File: src/common/ema_consts.vh
`ifndef EMA_CONSTS_VH
`define EMA_CONSTS_VH

// ---------------------------------------------------------------
// Frame geometry
// ---------------------------------------------------------------
`define EMA_FRAME_LAST 12'd2559
`define EMA_SF_BITS    12'd640
`define EMA_SYNC_NEXT  12'd576
`define EMA_PAD_PHASE  4'hf
`define EMA_ENV_LAST   4'd9

// ---------------------------------------------------------------
// Padding bit numbers within a subframe, counted from zero
// ---------------------------------------------------------------
`define EMA_P_ALARM    6'd0
`define EMA_P_CHK_LO   6'd4
`define EMA_P_CHK_HI   6'd7
`define EMA_P_NAT_HI   6'd19
`define EMA_P_PAT_HI   6'd33
`define EMA_P_SFID_HI  6'd35
`define EMA_P_JSS_HI   6'd38

// ---------------------------------------------------------------
// Patterns and codes
// ---------------------------------------------------------------
`define EMA_PAT        14'h3e6a
`define EMA_CRC_POLY   16'h1021
`define EMA_JSS_NONE   3'h2
`define EMA_JSS_ADD    3'h4
`define EMA_JSS_DEL    3'h1
`define EMA_JUST_NONE  2'h0
`define EMA_JUST_ADD   2'h1
`define EMA_JUST_DEL   2'h2
`define EMA_LOF_ERRS   2'd3
`define EMA_VOTE_MAJ   3'd3

// ---------------------------------------------------------------
// Register map
// ---------------------------------------------------------------
`define EMA_A_CTRL     8'h00
`define EMA_A_NAT_TX   8'h04
`define EMA_A_STATUS   8'h08
`define EMA_A_CRC_ERRS 8'h0c
`define EMA_A_LOF_CNT  8'h10
`define EMA_A_NAT_RX   8'h14
`define EMA_C_CRC      0
`define EMA_C_JSS      1
`define EMA_C_SINGLE   2
`define EMA_CTRL_RST   3'h0
`define EMA_NAT_RST    12'hfff

`endif

File: src/rtl/ema_frame_aligner.v
// How it works
// (RULE_01) Alignment word: fixed 14 bits plus subframe number
// (RULE_02) Three bad alignment words in row: lost
// (RULE_03) First bad word after regaining: lost again
// (RULE_04) Hunting ends on one valid pattern
// (RULE_05) Out of frame: outgoing envelopes all ones
// (RULE_06) Out of frame: alarm distant end, start hunt
// (RULE_07) Next two padding bits load position counters
// (RULE_08) Regained: stop forcing ones and alarm
// (RULE_09) Subframe: 640 bits, 40 numbered padding bits
// (RULE_10) Padding 1-4 housekeeping, 5-8 check, 9-20 national
// (RULE_11) Padding 21-34 pattern, 35-36 number, 37-40 housekeeping
// (RULE_12) Service signals follow each subframe number
// (RULE_13) Codes 010 none, 100 added, 001 deleted
// (RULE_14) Majority of four votes, else no justification
// (RULE_15) No justification assumed while out of frame
// (RULE_16) Only last subframe's justification bit counts
// (RULE_17) Remote alarm bit zero on alarm, else one
// (RULE_18) Reserved housekeeping bits B to H sent one
// (RULE_19) Check remainder over frame, sent next frame
// (RULE_20) Receiver compares remainder; blocked out of frame
// (RULE_21) Unused national bits sent as one
// (RULE_22) Optional single channel at 48k user rate
// (RULE_23) One padding bit after every 15 bits
// (RULE_24) Four equal subframes, equal alignment spacing
// (RULE_25) Envelope: status, alignment bit, eight data bits
// (RULE_26) Parallel hunt tests every offset together
//
// The placing of the registers and the APB register port were decided locally.
`timescale 1ns/1ns
`default_nettype none

`include "ema_consts.vh"

module ema_frame_aligner (
   // Clock and reset
   input  wire        clk,
   input  wire        rst,
   // APB slave
   input  wire [7:0]  paddr,
   input  wire        psel,
   input  wire        penable,
   input  wire        pwrite,
   input  wire [31:0] pwdata,
   output reg  [31:0] prdata,
   output reg         pready,
   output reg         pslverr,
   // Transmit side
   input  wire        tx_tick,
   input  wire        tx_data_bit,
   input  wire        los_in,
   output reg         tx_data_take,
   output reg         line_tx_bit,
   output reg         line_tx_valid,
   // Receive side
   input  wire        rx_tick,
   input  wire        line_rx_bit,
   output reg         rx_data_bit,
   output reg         rx_data_valid,
   output reg         rx_env_start,
   output reg         in_frame,
   output reg         single_channel
);

   // ---------------------------------------------------------------
   // Constants and helpers
   // ---------------------------------------------------------------
   localparam [13:0] PAT      = `EMA_PAT;
   localparam [2:0]  JSS_NONE = `EMA_JSS_NONE;
   localparam [1:0]  ST_HUNT  = 2'd0;
   localparam [1:0]  ST_FIRST = 2'd1;
   localparam [1:0]  ST_SYNC  = 2'd2;

   function [11:0] sf_base;
      input [1:0] s;
      begin
         sf_base = {10'd0, s} * `EMA_SF_BITS; // RULE_24
      end
   endfunction

   function [1:0] sub_of;
      input [11:0] p;
      begin
         if (p < sf_base(2'd1))
            sub_of = 2'd0;
         else if (p < sf_base(2'd2))
            sub_of = 2'd1;
         else if (p < sf_base(2'd3))
            sub_of = 2'd2;
         else
            sub_of = 2'd3;
      end
   endfunction

   function [5:0] pad_num;
      input [11:0] p;
      reg   [11:0] off;
      begin
         off     = p - sf_base(sub_of(p));
         pad_num = off[9:4]; // RULE_09
      end
   endfunction

   function [15:0] crc_step;
      input [15:0] c;
      input        b;
      begin
         crc_step = {c[14:0], 1'b0} ^ ((b ^ c[15]) ? `EMA_CRC_POLY : 16'h0000);
      end
   endfunction

   // ---------------------------------------------------------------
   // Registers seen by software
   // ---------------------------------------------------------------
   reg  [2:0]  ctrl_reg;
   reg  [11:0] nat_tx_reg;
   reg  [11:0] nat_rx_reg;
   reg  [15:0] crc_errs_reg;
   reg  [15:0] lof_cnt_reg;
   reg  [1:0]  state_reg;
   reg  [1:0]  rx_just_reg;
   reg         far_alarm_reg;
   wire        oof = (state_reg == ST_HUNT);

   // ---------------------------------------------------------------
   // Transmitter
   // ---------------------------------------------------------------
   reg  [11:0] tx_pos_reg;
   reg  [15:0] tx_crc_reg;
   reg  [15:0] tx_chk_reg;
   reg         tx_pbit;
   wire        tx_pad = (tx_pos_reg[3:0] == `EMA_PAD_PHASE); // RULE_23
   wire [5:0]  tx_pn  = pad_num(tx_pos_reg);
   wire [1:0]  tx_sf  = sub_of(tx_pos_reg);
   wire [5:0]  tx_ni  = `EMA_P_NAT_HI - tx_pn;
   wire [5:0]  tx_qi  = `EMA_P_PAT_HI - tx_pn;
   wire [5:0]  tx_ji  = `EMA_P_JSS_HI - tx_pn;
   wire        tx_bit = tx_pad ? tx_pbit : tx_data_bit;

   always @* begin
      tx_pbit = 1'b1; // RULE_18
      if (tx_pn == `EMA_P_ALARM)
         tx_pbit = ~(oof | los_in); // RULE_17 RULE_06 RULE_08
      else if (tx_pn >= `EMA_P_CHK_LO && tx_pn <= `EMA_P_CHK_HI)
         tx_pbit = ~ctrl_reg[`EMA_C_CRC] | tx_chk_reg[{~tx_sf, ~tx_pn[1:0]}]; // RULE_19 RULE_10
      else if (tx_pn > `EMA_P_CHK_HI && tx_pn <= `EMA_P_NAT_HI)
         tx_pbit = nat_tx_reg[tx_ni[3:0]]; // RULE_21 RULE_10
      else if (tx_pn > `EMA_P_NAT_HI && tx_pn <= `EMA_P_PAT_HI)
         tx_pbit = PAT[tx_qi[3:0]]; // RULE_01 RULE_11
      else if (tx_pn > `EMA_P_PAT_HI && tx_pn <= `EMA_P_SFID_HI)
         tx_pbit = tx_sf[~tx_pn[0]]; // RULE_01
      else if (tx_pn > `EMA_P_SFID_HI && tx_pn <= `EMA_P_JSS_HI)
         tx_pbit = ~ctrl_reg[`EMA_C_JSS] | JSS_NONE[tx_ji[1:0]]; // RULE_12 RULE_13
   end

   // Locked bearer: always one trailing padding bit, never justified
   always @(posedge clk) begin
      if (rst) begin
         tx_pos_reg    <= 12'd0;
         tx_crc_reg    <= 16'h0000;
         tx_chk_reg    <= 16'hffff;
         tx_data_take  <= 1'b0;
         line_tx_bit   <= 1'b1;
         line_tx_valid <= 1'b0;
      end else begin
         tx_data_take  <= 1'b0;
         line_tx_valid <= 1'b0;
         if (tx_tick) begin
            line_tx_bit   <= tx_bit;
            line_tx_valid <= 1'b1;
            tx_data_take  <= ~tx_pad;
            if (tx_pos_reg == `EMA_FRAME_LAST) begin
               tx_pos_reg <= 12'd0;
               tx_chk_reg <= crc_step(tx_crc_reg, tx_bit); // RULE_19
               tx_crc_reg <= 16'h0000;
            end else begin
               tx_pos_reg <= tx_pos_reg + 12'd1;
               tx_crc_reg <= crc_step(tx_crc_reg, tx_bit);
            end
         end
      end
   end

   // ---------------------------------------------------------------
   // Receiver position and checks
   // ---------------------------------------------------------------
   reg  [11:0] rx_pos_reg;
   reg  [15:0] rx_sr_reg;
   reg  [1:0]  errs_reg;
   reg  [2:0]  v_none_reg;
   reg  [2:0]  v_add_reg;
   reg  [2:0]  v_del_reg;
   reg  [15:0] rx_crc_reg;
   reg  [15:0] rx_hold_reg;
   reg  [15:0] rx_chk_reg;
   reg  [11:0] rx_nat_sr_reg;
   reg  [3:0]  env_reg;
   reg         run_v_reg;
   reg         prev_v_reg;
   reg  [1:0]  just_dec;
   wire        hunt_found;
   wire [1:0]  hunt_sf;
   wire        rx_pad  = (rx_pos_reg[3:0] == `EMA_PAD_PHASE); // RULE_23
   wire [5:0]  rx_pn   = pad_num(rx_pos_reg);
   wire [1:0]  rx_sf   = sub_of(rx_pos_reg);
   wire [15:0] rx_win  = {rx_sr_reg[14:0], line_rx_bit};
   wire        sync_ok = (rx_win == {PAT, rx_sf}); // RULE_01
   wire [15:0] rx_crc_next = crc_step(rx_crc_reg, line_rx_bit);
   wire        chk_pt  = rx_tick & ~oof & rx_pad & (rx_pn == `EMA_P_SFID_HI);
   wire        lof_inc = chk_pt & ~sync_ok &
                         ((state_reg == ST_FIRST) | (errs_reg == `EMA_LOF_ERRS - 2'd1)); // RULE_02 RULE_03
   wire        crc_inc = rx_tick & ~oof & (rx_pos_reg == `EMA_FRAME_LAST) & prev_v_reg &
                         ctrl_reg[`EMA_C_CRC] & (rx_chk_reg != rx_hold_reg); // RULE_20
   wire [2:0]  code    = rx_win[2:0];
   wire [2:0]  nv_none = v_none_reg + {2'b00, code == `EMA_JSS_NONE};
   wire [2:0]  nv_add  = v_add_reg + {2'b00, code == `EMA_JSS_ADD};
   wire [2:0]  nv_del  = v_del_reg + {2'b00, code == `EMA_JSS_DEL};

   always @* begin
      just_dec = `EMA_JUST_NONE; // RULE_14
      if (nv_add >= `EMA_VOTE_MAJ)
         just_dec = `EMA_JUST_ADD;
      else if (nv_del >= `EMA_VOTE_MAJ)
         just_dec = `EMA_JUST_DEL;
   end

   ema_hunter u_hunter (
      .clk      (clk),
      .rst      (rst),
      .hunting  (oof),
      .tick     (rx_tick),
      .bit_in   (line_rx_bit),
      .found    (hunt_found),
      .found_sf (hunt_sf)
   );

   always @(posedge clk) begin
      if (rst) begin
         state_reg     <= ST_HUNT;
         rx_pos_reg    <= 12'd0;
         rx_sr_reg     <= 16'h0000;
         errs_reg      <= 2'd0;
         v_none_reg    <= 3'd0;
         v_add_reg     <= 3'd0;
         v_del_reg     <= 3'd0;
         rx_just_reg   <= `EMA_JUST_NONE;
         rx_crc_reg    <= 16'h0000;
         rx_hold_reg   <= 16'h0000;
         rx_chk_reg    <= 16'h0000;
         rx_nat_sr_reg <= 12'h000;
         nat_rx_reg    <= `EMA_NAT_RST;
         far_alarm_reg <= 1'b0;
         run_v_reg     <= 1'b0;
         prev_v_reg    <= 1'b0;
         env_reg       <= 4'd0;
         rx_data_bit   <= 1'b1;
         rx_data_valid <= 1'b0;
         rx_env_start  <= 1'b0;
      end else begin
         rx_data_valid <= 1'b0;
         rx_env_start  <= 1'b0;
         if (rx_tick) begin
            rx_pos_reg <= (rx_pos_reg == `EMA_FRAME_LAST) ? 12'd0 : rx_pos_reg + 12'd1;
            if (rx_pad) begin
               rx_sr_reg <= rx_win;
            end else begin
               rx_data_bit   <= oof | line_rx_bit; // RULE_05 RULE_08
               rx_data_valid <= 1'b1;
               if (rx_pos_reg == 12'd0 || env_reg == 4'd0) begin
                  rx_env_start <= 1'b1; // RULE_25
                  env_reg      <= 4'd1;
               end else begin
                  env_reg <= (env_reg == `EMA_ENV_LAST) ? 4'd0 : env_reg + 4'd1;
               end
            end
            if (oof) begin
               rx_just_reg <= `EMA_JUST_NONE; // RULE_15
               run_v_reg   <= 1'b0;
               prev_v_reg  <= 1'b0;
               v_none_reg  <= 3'd0;
               v_add_reg   <= 3'd0;
               v_del_reg   <= 3'd0;
               if (hunt_found) begin
                  state_reg  <= ST_FIRST; // RULE_04
                  rx_pos_reg <= sf_base(hunt_sf) + `EMA_SYNC_NEXT; // RULE_07
                  errs_reg   <= 2'd0;
               end
            end else begin
               if (chk_pt) begin
                  if (sync_ok) begin
                     state_reg <= ST_SYNC;
                     errs_reg  <= 2'd0;
                  end else if (lof_inc) begin
                     state_reg <= ST_HUNT; // RULE_02 RULE_03 RULE_06
                  end else begin
                     errs_reg <= errs_reg + 2'd1;
                  end
               end
               if (rx_pad && rx_pn == `EMA_P_ALARM)
                  far_alarm_reg <= ~line_rx_bit;
               if (rx_pad && rx_pn >= `EMA_P_CHK_LO && rx_pn <= `EMA_P_CHK_HI)
                  rx_chk_reg <= {rx_chk_reg[14:0], line_rx_bit};
               if (rx_pad && rx_pn > `EMA_P_CHK_HI && rx_pn <= `EMA_P_NAT_HI)
                  rx_nat_sr_reg <= {rx_nat_sr_reg[10:0], line_rx_bit};
               if (rx_pad && rx_pn == `EMA_P_NAT_HI)
                  nat_rx_reg <= {rx_nat_sr_reg[10:0], line_rx_bit};
               if (rx_pad && rx_pn == `EMA_P_JSS_HI) begin
                  if (rx_sf == 2'd3) begin
                     rx_just_reg <= just_dec; // RULE_14 RULE_16
                     v_none_reg  <= 3'd0;
                     v_add_reg   <= 3'd0;
                     v_del_reg   <= 3'd0;
                  end else begin
                     v_none_reg <= nv_none; // RULE_12
                     v_add_reg  <= nv_add;
                     v_del_reg  <= nv_del;
                  end
               end
               if (rx_pos_reg == `EMA_FRAME_LAST) begin
                  rx_crc_reg <= 16'h0000;
                  run_v_reg  <= 1'b1;
                  if (run_v_reg) begin
                     rx_hold_reg <= rx_crc_next; // RULE_20
                     prev_v_reg  <= 1'b1;
                  end
               end else begin
                  rx_crc_reg <= rx_crc_next;
               end
            end
         end
      end
   end

   // ---------------------------------------------------------------
   // APB slave, one wait-free access phase
   // ---------------------------------------------------------------
   reg  [31:0] rd_mux;
   reg         mapped;
   wire        setup  = psel & ~penable;
   wire        wr_acc = psel & penable & pready & pwrite;
   wire        clr_lof = wr_acc & (paddr == `EMA_A_LOF_CNT);
   wire        clr_crc = wr_acc & (paddr == `EMA_A_CRC_ERRS);

   always @* begin
      mapped = 1'b1;
      case (paddr)
         `EMA_A_CTRL:     rd_mux = {29'd0, ctrl_reg};
         `EMA_A_NAT_TX:   rd_mux = {20'd0, nat_tx_reg};
         `EMA_A_STATUS:   rd_mux = {28'd0, rx_just_reg, far_alarm_reg, ~oof};
         `EMA_A_CRC_ERRS: rd_mux = {16'd0, crc_errs_reg};
         `EMA_A_LOF_CNT:  rd_mux = {16'd0, lof_cnt_reg};
         `EMA_A_NAT_RX:   rd_mux = {20'd0, nat_rx_reg};
         default: begin
            rd_mux = 32'h0000_0000;
            mapped = 1'b0;
         end
      endcase
   end

   // Counters: an event in the clearing cycle still counts
   always @(posedge clk) begin
      if (rst) begin
         pready         <= 1'b0;
         pslverr        <= 1'b0;
         prdata         <= 32'h0000_0000;
         ctrl_reg       <= `EMA_CTRL_RST;
         nat_tx_reg     <= `EMA_NAT_RST;
         lof_cnt_reg    <= 16'h0000;
         crc_errs_reg   <= 16'h0000;
         in_frame       <= 1'b0;
         single_channel <= 1'b0;
      end else begin
         pready  <= setup;
         pslverr <= setup & ~mapped;
         prdata  <= (setup & ~pwrite) ? rd_mux : 32'h0000_0000;
         if (wr_acc && paddr == `EMA_A_CTRL)
            ctrl_reg <= pwdata[2:0];
         if (wr_acc && paddr == `EMA_A_NAT_TX)
            nat_tx_reg <= pwdata[11:0]; // RULE_21
         if (lof_inc)
            lof_cnt_reg <= clr_lof ? 16'h0001 : lof_cnt_reg + 16'h0001;
         else if (clr_lof)
            lof_cnt_reg <= 16'h0000;
         if (crc_inc)
            crc_errs_reg <= clr_crc ? 16'h0001 : crc_errs_reg + 16'h0001;
         else if (clr_crc)
            crc_errs_reg <= 16'h0000;
         in_frame <= ~oof;
         // Framing is identical; the flag only tells the user side
         single_channel <= ctrl_reg[`EMA_C_SINGLE]; // RULE_22
      end
   end

endmodule // ema_frame_aligner

`default_nettype wire

File: src/rtl/ema_hunter.v
`timescale 1ns/1ns
`default_nettype none

`include "ema_consts.vh"

module ema_hunter (
   // Clock and reset
   input  wire       clk,
   input  wire       rst,
   // Incoming bearer
   input  wire       hunting,
   input  wire       tick,
   input  wire       bit_in,
   // Match
   output wire       found,
   output wire [1:0] found_sf
);

   localparam [13:0] PAT = `EMA_PAT;

   // One padding window per bit phase, so all offsets are tested together
   reg  [15:0] win_reg [0:15];
   reg  [3:0]  ph_reg;
   wire [15:0] win_next = {win_reg[ph_reg][14:0], bit_in};
   integer     i;

   assign found    = hunting & tick & (win_next[15:2] == PAT); // RULE_26 RULE_04
   assign found_sf = win_next[1:0];                           // RULE_07

   always @(posedge clk) begin
      if (rst) begin
         ph_reg <= 4'h0;
         for (i = 0; i < 16; i = i + 1) begin
            win_reg[i] <= 16'h0000;
         end
      end else if (tick) begin
         win_reg[ph_reg] <= win_next;
         ph_reg          <= ph_reg + 4'h1;
      end
   end

endmodule // ema_hunter

`default_nettype wire

File: config.mk
export PLATFORM = sky130hd
export DESIGN_NAME = ema_frame_aligner
export DESIGN_NICKNAME = d
export VERILOG_FILES = /design/src/rtl/ema_frame_aligner.v /design/src/rtl/ema_hunter.v
export VERILOG_INCLUDE_DIRS = /design/src /design/src/common
export SDC_FILE = /design/constraint.sdc
export NUM_CORES = 1
export LEC_CHECK = 0
export ABC_CLOCK_PERIOD_IN_PS = 5550
export BUFFER_PORTS_ARGS = -buffer_cell sky130_fd_sc_hd__clkbuf_2
export CAP_MARGIN = 5
export CORE_MARGIN = 2
export CORE_UTILIZATION = 35
export CTS_CLUSTER_SIZE = 12
export DETAILED_ROUTE_END_ITERATION = 8
export PLACE_DENSITY = 0.53
export SLEW_MARGIN = 20
export SYNTH_ARGS = -nofsm -noshare
export SYNTH_HDL_FRONTEND = slang
export SYNTH_SLANG_ARGS = --single-unit
export TNS_END_PERCENT = 1
File: constraint.sdc
create_clock -name clk -period 5.55 [get_ports clk]
set_clock_uncertainty 0.15 [all_clocks]
set_input_delay 0.555 -clock clk [delete_from_list [all_inputs] [get_ports clk]]
set_output_delay 0.555 -clock clk [all_outputs]
set_load 0.02 [all_outputs]
## Word level (Yosys, flattened, before mapping)

Memory sizes are Yosys's and may differ from the RTL's. A register that Yosys moved wholly into a read port is not among the register bits.
Index checks and enable logic that the tools add are counted.

| cells by class | value |
|---|---|
| $add $sub $neg | 15 |
| multiply operators | 3 |
| $lt $le $gt $ge | 27 |
| equal/unequal tests | 23 |
| muxes and demuxes | 79 |
| bitwise gates (word level) | 45 |
| reduce and logical (&&, ||, !) cells | 50 |

Operators with widths:

| cell | number |
|---|---|
| 2-to-1 mux 16 bit | 9 |
| one-hot mux 16 bit (6 select lines) | 1 |
| < comparator 12 x 11 -> 1 bit, second input constant | 4 |
| 2-to-1 mux 12 bit | 4 |
| 2-to-1 mux 2 bit | 19 |
| adder 16 x 1 -> 16 bit, second input constant | 2 |
| XOR 16 x 13 -> 16 bit | 2 |
| 2-to-1 mux 1 bit | 30 |
| 2-to-1 mux 13 bit | 2 |
| adder 12 x 1 -> 12 bit, second input constant | 2 |
| equality test 12 bit, second input constant | 2 |
| < comparator 12 x 10 -> 1 bit, second input constant | 2 |
| 2-to-1 mux 4 bit | 5 |
| subtractor 10 bit | 2 |
| AND 1 bit | 19 |
| less-or-equal comparator 6 bit, second input constant | 3 |
| 2-to-1 mux 3 bit | 6 |
| AND reduction 3 bit | 6 |
| equality test 16 bit | 1 |
| equality test 8 x 4 -> 1 bit, second input constant | 2 |
| equality test 8 x 5 -> 1 bit, second input constant | 2 |
| inequality test 16 bit | 1 |
| OR reduction 16 bit | 1 |
| < comparator 4 x 5 -> 1 bit, second input constant | 3 |
| 49 further kinds | 112 |

| word-level totals | value |
|---|---|
| flip-flop bits (word level) | 254 |
| memory bits (writable) | 256 |
| bits in read-only memories | 16 |
| input port bits | 50 |
| logic and storage cells | 279 |
| memories kept | 2 |

Memories:

| name | depth | bits a word | rd ports | clocked after Yosys merged registers in | wr ports | RTL line | source |
|---|---|---|---|---|---|---|---|
| u_hunter.win_reg | 16 | 16 | 1 | 1 | 16 | ema_hunter.v:22 | `reg [15:0] win_reg [0:15];` |
| (name not given) | 16 | 1 | 1 | 0 | 0 | ema_frame_aligner.v:149 | `tx_pbit = PAT[tx_qi[3:0]];` |

## Logic depth before layout (Yosys ltp)

Gate-level depths: netlist (run 1).

| logic depth | value |
|---|---|
| depth in word-level cells | 21 |
| mapped depth | 17 |
| gate-level depth less buffers | 14 |

## By module

A second synthesis (run 1) with hierarchy kept.

| second synthesis, totals | value |
|---|---|
| cells, all modules | 2053 |
| area, all modules | 21620.7 um2 |

Modules (own cells, without submodules):

| module | instances | cells each | area each (um2) |
|---|---|---|---|
| ema_frame_aligner | 1 | 1333 | 10886.7 |
| ema_hunter | 1 | 720 | 10734.0 |

## Least setup slack after synthesis (run 1)

OpenSTA, ideal clock, no wires.

| timing | value |
|---|---|
| path kind | reg2reg |
| from | register tx_pos_reg[8] |
| to | register tx_crc_reg[12] |
| setup time | 0.122 ns |
| data arrival time | 3.580 ns |
| required time | 5.278 ns |
| slack | 1.698 ns |
| stages on the path, launching flop included | 18 |
| path buffers | 3 |
| period minus slack after synthesis | 3.852 ns |
| path through | dfxtp_1 > clkbuf_1 > nand2_1 > a32o_1 > buf_2 > inv_1 > ha_1 > inv_1 > fa_1 > clkbuf_1 > nand2b_1 > o21ai_0 > nor3_1 > a211o_1 > a32o_1 > o21a_1 > and3_1 > a311o_1 |

| on the way | value |
|---|---|
| cells in the longest elaborated chain, start to end | 19 |
| elaborated cells between the ends (all ways) | 48 |
| those cells by class | 3 x add/sub; 1 x mul; 13 x order compare; 1 x eq/ne; 19 x mux; 4 x bitwise; 6 x reduce/logical; 1 x memory |

RTL lines:

| item | RTL line | source |
|---|---|---|
| start: declaration | ema_frame_aligner.v:128 | `reg [11:0] tx_pos_reg;` |
| start signal: assignment | ema_frame_aligner.v:177 | `tx_pos_reg <= tx_pos_reg + 12'd1;` |
| parallel branches: the longest is 18 deep, another holds < comparator 12 x 11 -> 1 bit | n/a |  |
| 2-to-1 mux 16 bit * | ema_frame_aligner.v:172 | `` if (tx_pos_reg == `EMA_FRAME_LAST) begin `` |
| end signal: assignment | ema_frame_aligner.v:178 | `tx_crc_reg <= crc_step(tx_crc_reg, tx_bit);` |
| end: declaration | ema_frame_aligner.v:129 | `reg [15:0] tx_crc_reg;` |

Every way passes the cells marked *. The select of a mux whose other input is x is not followed.
A chain may end at the register's enable or synchronous reset.

==> key figures, run 1 <==
Status
  – Status: complete, no violations

Yosys
  – Post-synthesis register bit count: 482
  – Seq/Total Area, Yosys: 55.84%
  – Syn Inst Count: 2012
  – Number of synthesized flops with an enable pin: 240
  – Synthesized area per cell: 10.73 um2
  – Cell Area, Synth: 0.02158 mm2
  – Synth unique cells: 69
  – Synth async-reset ratio: 0%
  – Warnings from Yosys: 0
  – Ys flop type: dfxtp_1

Routing
  – Initial drt markers: 1151
  – DRT antenna net count: 0
  – Drt first pass iters: 7
  – DRC errors left: 0
  – Vias per cell: 5.217
  – Mean routed wirelength per cell: 18.89 um
  – DRT Wirelength: 53810 um
  – Via count: 14860

Critical path
  – CP required: 5.86 ns
  – CP top delay family: simple AND/OR/NAND/NOR gates
  – Slowest CP cell: dfxtp_2
  – Reg2reg path depth: 8
  – CP arrival: 4.77 ns
  – Max stage delay on crit path: 0.84 ns
  – Startpoint Class: flop
  – CP Cell Sequence: mux4_2 > mux2i_1 > mux2_2 > nor4bb_1 > and3_1 > nor2_1 > a32oi_1 > nor2_1
  – WP buf/inv: 0
  – Worst path most repeated cell: nor2_1
  – Crit Path Class: reg2reg
  – Critical Path Fanout Max: 24
  – CP Depth: 8
  – Setup crit end kind: flop

GRT
  – Largest net degree at the start of global routing: 63
  – Vias in the first global route: 14500
  – Initial antenna violation count: 0
  – First-pass GRT wire length: 83360 um
  – Global route overflow: 0
  – GR Util All Layers: 16.77%

Timing
  – Final worst path period need: 4.466 ns
  – Setup_tns: 0 ns
  – Worst-margin pin slew: 1.088 ns
  – Final hold vios: 0
  – Setup violations, final: 0
  – Max_slew headroom: 27.24%
  – Slack of the critical path: 1.084 ns
  – Slew Viols, Final: 0
  – F_max: 223.9 MHz
  – RSZ-0062 raised after global routing: no
  – Tcrit/Tclk final: 80.47%

Final layout
  – Footprint of the multi-input gates: 0.008828 mm2
  – Layout cell share with drive strength beyond 1: 13.31%
  – Fill cells: 5930
  – Area grow syn2layout: 12.44%
  – Layout Nets: 2102
  – ANT cells: 0
  – Final Cell Area: 0.02426 mm2
  – Largest register FFs: 240
  – Sequential standard cell area: 0.01206 mm2

Clocking
  – Clock slew at reported path FFs: 0.06 ns
  – Worst-Skew Late Latency: 0.62 ns
  – Clock Tree Buf Depth: 3
  – Htree depth: 2
  – Post-CTS setup buffers: 0
  – Num CTS Buffers: 53
  – Clock Sink Count: 482
  – CTS tree: built
  – CTS root buf: clkbuf_16

Power
  – VDD IR-drop max: 0.0002230 V
  – Cell Pwr Density: 326.3 mW/mm2
  – LEAKAGE: 8.612 nW

Floorplan
  – IO Count: 92
  – Chip width: 252.3 um
  – Die H: 252.3 um
  – Core ar.: 0.06137 mm2
  – Die ar.: 0.06366 mm2
  – Site row count: 91
  – Initial Utilization: 35.16%

Placement
  – Placer congestion estimate: 0.8138
  – Final HPWL DP: 34570 um
  – Pre-CTS setup slack: 1.179 ns
  – Port buffer count: 55
  – Cell area after placement: 0.02248 mm2

Job
  – Max-cap viol count: 0

Min path
  – Hold Path Class: in2reg
  – Hold Path Stages: 3
==> Yosys cell counts (3+ instances only) <==
master    count  share of area [%]
xor2_1       19               0.77
nor2_1      374                6.5
a211oi_1      3               0.10
a21oi_1     104                2.4
dfxtp_1     242                 22
nor4bb_1      3               0.14
nor3b_1       3               0.10
a32oi_1       5               0.20
o21bai_1      4               0.14
nand2_1     237                4.1
a31oi_1       7               0.20
nor3_1       35               0.81
inv_1        32               0.56
buf_4        22               0.77
mux4_2       67                7.0
nor4_1        8               0.23
o21ai_1       9               0.21
nand2b_1     13               0.38
o21a_1        4               0.14
nor2b_1      13               0.38
a221oi_1      3               0.12
and3_1       17               0.49
buf_2         8               0.19
or3_1        18               0.52
a311oi_1      3               0.12
nand3b_1      6               0.21
o211ai_1      3               0.10
nand4_1      24               0.70
and2_1       10               0.29
or2_2         4               0.12
edfxtp_1    240                 33
nand4b_1      4               0.16
nor4b_1       3               0.12
ha_1         30                1.7
buf_1        22               0.38
mux2_2       24                1.3
o31ai_1       7               0.24
a22oi_1      29                1.0
clkbuf_1     94                1.6
xnor2_1      35                1.4
nand3_1      64                1.5
mux2i_1      89                4.1
o21ai_0      32               0.74
a222oi_1      4               0.19
==> worst paths after layout <==
path / end / startpoint / slack (ns)
max: rx_pos_reg[3] / flop / 1.08
max reg2reg: rx_pos_reg[3] / flop / 1.08
min reg2reg: rx_sr_reg[14] / rx_sr_reg[14] / 0.30
min: nat_tx_reg[8] / pwdata[8] / 0.04
==> worst register-to-register path: cells and delay by family, from the launching register on <==
kind	cells	cell delay, ns
DFF	1	0.84
muxes	3	1.32
and+or+nand+nor	4	1.74
AOI/OAI and AO/OA	1	0.27
==> power by group <==
part           leakage [nW]  switching [mW]  internal, mW
clock network         0.865            1.46          2.04
logic                  3.31           0.375         0.189
registers              4.44          0.0449          3.81
total                  8.61            1.88          6.04
==> metal layers <==
layer / vias to the layer above / wire [um] / part of all wire [%] / global-route usage, %
li1: 7136 / - / - / -
met1: 7319 / 24300 / 45 / 22.90
met2: 327 / 25600 / 48 / 27.48
met3: 81 / 2699 / 5.0 / 2.853
met4: 0 / 1213 / 2.3 / 4.700
met5: - / 0 / 0 / 0
==> final cells by class <==
| class | count | area share (%) |
|---|---|---|
| flip-flops and latches | 482 | 49.69 |
| multi-input cells | 1365 | 36.38 |
| clock buffers | 75 | 6.389 |
| well taps | 790 | 4.074 |
| repair buffers | 86 | 2.197 |
| clock inverters | 19 | 0.7683 |
| inverters | 32 | 0.4950 |
==> layout by cell type, fill, tap and decap left out, drive strengths merged, types with 5 or more instances in the layout <==
master	instances
nor2	374
dfxtp	242
edfxtp	240
nand2	237
clkbuf	129
a21oi	104
mux2i	89
mux4	67
nand3	64
o21ai	41
nor3	35
xnor2	35
inv	35
ha	30
a22oi	29
buf	28
mux2	24
nand4	24
xor2	19
or3	18
and3	17
conb	16
clkinv	14
nor2b	13
nand2b	13
and2	10
nor4	8
o31ai	7
a31oi	7
nand3b	6
a32oi	5
==> per-stage QoR <==
step                      util [%]  cells  hold slack [ns]  power [mW]
after global placement       36.62   2751           0.2926       4.489
after detailed placement     36.62   2751           0.2997       4.501
after global routing         39.54   2849          0.01056       8.205
after CTS                    39.52   2849        0.0006525       8.016
final                        39.54   2849          0.03711       7.918
after floorplan                  -   2027           0.2812       4.298
==> logic make-up (layout without fill, tap and decap cells) <==
kind of cell,after synthesis,count (layout),share of synthesized area (%)
DFF,482,482,55.84
buffers and inverters,180,212,3.629
xor gates and xnor gates,54,54,2.192
AOI/OAI and AO/OA,239,239,6.882
adders and majority gates,33,33,1.971
muxes,180,180,12.37
other,1,16,0.01738
and+or+nand+nor,843,843,17.09
==> repair_timing <==
action | 4_1_cts | 5_1_grt
endpoints found under the hold margin | 4 | 0
hold buffers | 4 | 0
resized for setup | 0 | 0
(Power assumes the default switching activity.)
==> run 2, diff against run 1 <==
--- a/config.mk
+++ b/config.mk
@@ -6,7 +6,8 @@
 export SDC_FILE = /design/constraint.sdc
 export NUM_CORES = 1
 export LEC_CHECK = 0
-export ABC_CLOCK_PERIOD_IN_PS = 5550
+export ABC_AREA = 1
+export ABC_CLOCK_PERIOD_IN_PS = 4470
 export BUFFER_PORTS_ARGS = -buffer_cell sky130_fd_sc_hd__clkbuf_2
 export CAP_MARGIN = 5
 export CORE_MARGIN = 2
==> constraint.sdc (replaced) <==
create_clock -name clk -period 4.47 [get_ports clk]
set_clock_uncertainty 0.15 [all_clocks]
set_input_delay 0.447 -clock clk [delete_from_list [all_inputs] [get_ports clk]]
set_output_delay 0.447 -clock clk [all_outputs]
set_load 0.02 [all_outputs]
==> key figures, run 2 <==
Yosys
  – Ys flop type: dfxtp_1
  – Warnings from Yosys: 0 (unchanged)
  – Synth unique cells: 60 (-13%)
  – Number of synthesized flops with an enable pin: 240 (unchanged)
  – Syn Inst Count: 2488 (+24%)
  – Seq/Total Area, Yosys: 55.12% (-0.73 points)
  – Cell Area, Synth: 0.02186 mm2 (+1.3%)
  – Count leader, synth: nor2_1
  – Synth async-reset ratio: 0% (unchanged)
  – Synth top area share: 32.96% (-0.43 points)
  – Yosys top cell by area: edfxtp_1
  – Post-synthesis register bit count: 482 (unchanged)
  – Synth area leaders: edfxtp_1, dfxtp_1, nor2_1
  – Synth cell count leaders: nor2_1, nand2_1, o21ai_0
  – Synthesized area per cell: 8.788 um2 (-18%)

Final layout
  – Fill cells: 6230 (+5.1%)
  – Final Cell Area: 0.02472 mm2 (+1.9%)
  – Post-layout util: 40.06% (+0.52 points)
  – Largest register FFs: 240 (unchanged)
  – Layout Nets: 2600 (+24%)
  – Area grow syn2layout: 13.07%
  – Layout cell share with drive strength beyond 1: 9.066% (-4.2 points)
  – Non-filler cells, final: 3397 (+19%)
  – Commonest non-fill, non-tap cells in the layout: nor2_1, nand2_1, o21ai_0
  – Commonest non-fill, non-tap cell in the layout: nor2_1

Power
  – Cell Pwr Density: 393.8 mW/mm2 (+21%)
  – LEAKAGE: 9.295 nW (+7.9%)
  – Sequential fraction of design power: 49.1% (+0.4 points)
  – VDD IR-drop max: 0.0002418 V (+8.4%)
  – Clock Power Share: 42.9% (-1.2 points)
  – Comb pwr share: 8.0% (+0.9 points)
  – Switch share: 25.02% (+1.3 points)
  – Psw: 2.436 mW (+30%)
  – Int Pwr: 7.301 mW (+21%)

Min path
  – Hold Path Stages: 3 (unchanged)
  – Hold EP: tx_pos_reg[0]
  – Startpoint of the worst hold path: tx_tick
  – Hold Path Class: in2reg

Placement
  – Pre-CTS setup slack: 0.8051 ns (-0.3737 ns)
  – Port buffer count: 55 (unchanged)
  – DP Cell Count: 3286 (+19%)
  – Final HPWL DP: 39340 um (+14%)
  – Cell area after placement: 0.02292 mm2 (+2.0%)
  – Placer congestion estimate: 0.8220 (+1.0%)

Clocking
  – Clock slew at reported path FFs: 0.06 ns (about the same)
  – Clock Sink Count: 482 (unchanged)
  – Hold buffers post-CTS: 14 (+10)
  – CTS root buf: clkbuf_16
  – PostCTS Resize Cnt: 0 (unchanged)
  – Num CTS Buffers: 53 (unchanged)
  – Htree depth: 2 (unchanged)
  – Worst-Skew Late Latency: 0.61 ns (about the same)
  – Clock Tree Buf Depth: 3 (unchanged)
  – Post-CTS setup buffers: 0 (unchanged)
  – CTS tree: built

Routing
  – DRT Wirelength: 60500 um (+12%)
  – Drt first pass iters: 5 (-2)
  – DRT antenna net count: 0 (unchanged)
  – Initial drt markers: 1413 (+23%)
  – Vias per cell: 5.155 (-1.2%)
  – Mean routed wirelength per cell: 17.81 um (-5.7%)
  – Via count: 17510 (+18%)
  – DRC errors left: 0 (unchanged)

Floorplan
  – Initial Utilization: 35.43% (+0.27 points)
  – Core ar.: 0.06171 mm2 (+0.56%)
  – Chip width: 253.9 um (+0.65%)
  – Die H: 253.9 um (+0.65%)
  – Site row count: 91 (unchanged)
  – Die ar.: 0.06449 mm2 (+1.3%)
  – IO Count: 92 (unchanged)

Status
  – Status: complete, no violations

Critical path
  – Crit Path Class: reg2reg
  – R2r setup slk: 0.76 ns (-0.32 ns)
  – Critical Path Start: rx_pos_reg[9]
  – Critical Path Fanout Max: 13 (-46%)
  – CP required: 4.78 ns (-1.08 ns)
  – Reg2reg start: rx_pos_reg[9]
  – Setup crit end kind: flop
  – Startpoint Class: flop
  – Reg2reg path depth: 17 (+9)
  – Reg2Reg Capture Point: rx_chk_reg[6]
  – CP arrival: 4.01 ns (-0.76 ns)

Timing
  – F_max: 269.9 MHz (+21%)
  – Worst-margin pin slew: 1.010 ns (-0.07782 ns)
  – Final hold vios: 0 (unchanged)
  – Final worst path period need: 3.705 ns (-0.7605 ns)
  – RSZ-0062 raised after global routing: no
  – Tcrit/Tclk final: 82.90% (+2.4 points)
  – Max_slew headroom: 32.39% (+5.1 points)
  – Slew Viols, Final: 0 (unchanged)
  – Slack of the critical path: 0.7646 ns (-0.3195 ns)
  – Setup violations, final: 0 (unchanged)
  – Setup_tns: 0 ns (unchanged)

GRT
  – Vias in the first global route: 16850 (+16%)
  – Global route overflow: 0 (unchanged)
  – First-pass GRT wire length: 94540 um (+13%)
  – Largest net degree at the start of global routing: 64 (+1.6%)
  – Initial antenna violation count: 1 (+1)
  – GR Util All Layers: 18.74% (+2.0 points)

Job
  – Max-cap viol count: 0 (unchanged)
-- run 2: worst max-delay path by stage --
stage | end | slack (ns) | depth (start not counted)
after detailed placement | tx_chk_reg[12] | 0.81 | 25
after floorplan | lof_cnt_reg[9] | 1.42 | 20
after CTS | rx_chk_reg[6] | 0.77 | 17
final | rx_chk_reg[6] | 0.76 | 17
after global routing | tx_chk_reg[12] | 0.40 | 25
after global placement | u_hunter.win_reg[9][7] | 0.88 | 7
-- run 2: worst max-delay path: stages, from the launching register on --
cell      delay, ns
dfxtp_1        0.55
nor2_1         0.08
inv_1          0.10
a21oi_2        0.09
o21ai_2        0.26
clkinv_2       0.14
ha_1           0.21
fa_1           0.37
xor2_1         0.20
inv_1          0.11
nand2_4        0.08
nand2_4        0.06
nor3_1         0.15
inv_1          0.11
nor3_2         0.30
inv_1          0.27
o21ai_0        0.23
a21oi_1        0.07
-- run 2: layout make-up --
type	instances	area, um2	area share (%)
repair buffers	112	775.7	3.138
well taps	837	1047	4.236
inverters	213	807.0	3.264
clock inverters	20	162.7	0.6579
diodes	1	2.502	0.01012
clock buffers	76	1494	6.043
flip-flops and latches	482	12060	48.77
multi-input cells	1656	8377	33.88
-- run 2: metal layers --
metal  up-vias  part of all wire (%)  routed length [um]  GRT usage (%)
met5         -                     0                   0              0
met4         0                   2.5                1518          5.328
met3        95                   6.5                3922          3.185
met2       489                    46               27630          30.06
met1      8400                    45               27420          25.98
li1       8527                     -                   -              -
-- run 2: logic make-up after synthesis --
family / after synthesis / share of synthesized area [%]
other: 1 / 0.01715
flip-flops: 482 / 55.12
buffers and inverters: 365 / 6.850
XOR/XNOR: 32 / 1.282
AO/OA/AOI/OAI: 577 / 15.46
adder cells (fa/ha/maj): 32 / 1.900
AND/OR/NAND/NOR: 999 / 19.37
-- run 2: per-stage QoR --
step | hold slack (ns) | total power, mW
floorplan | 0.2792 | 5.337
global placement | 0.2994 | 5.614
detailed placement | 0.3020 | 5.628
CTS | 0.007618 | 9.815
global route | 0.05497 | 10.07
finish | 0.03564 | 9.737
-- run 2: power by group through the flow --
stage	Combinational (mW)	Sequential, mW	Clock [mW]
after floorplan	0.476	4.86	0
after global placement	0.746	4.87	0
after detailed placement	0.755	4.87	0
after CTS	0.767	4.78	4.27
after global routing	0.841	4.79	4.44
final	0.778	4.78	4.18
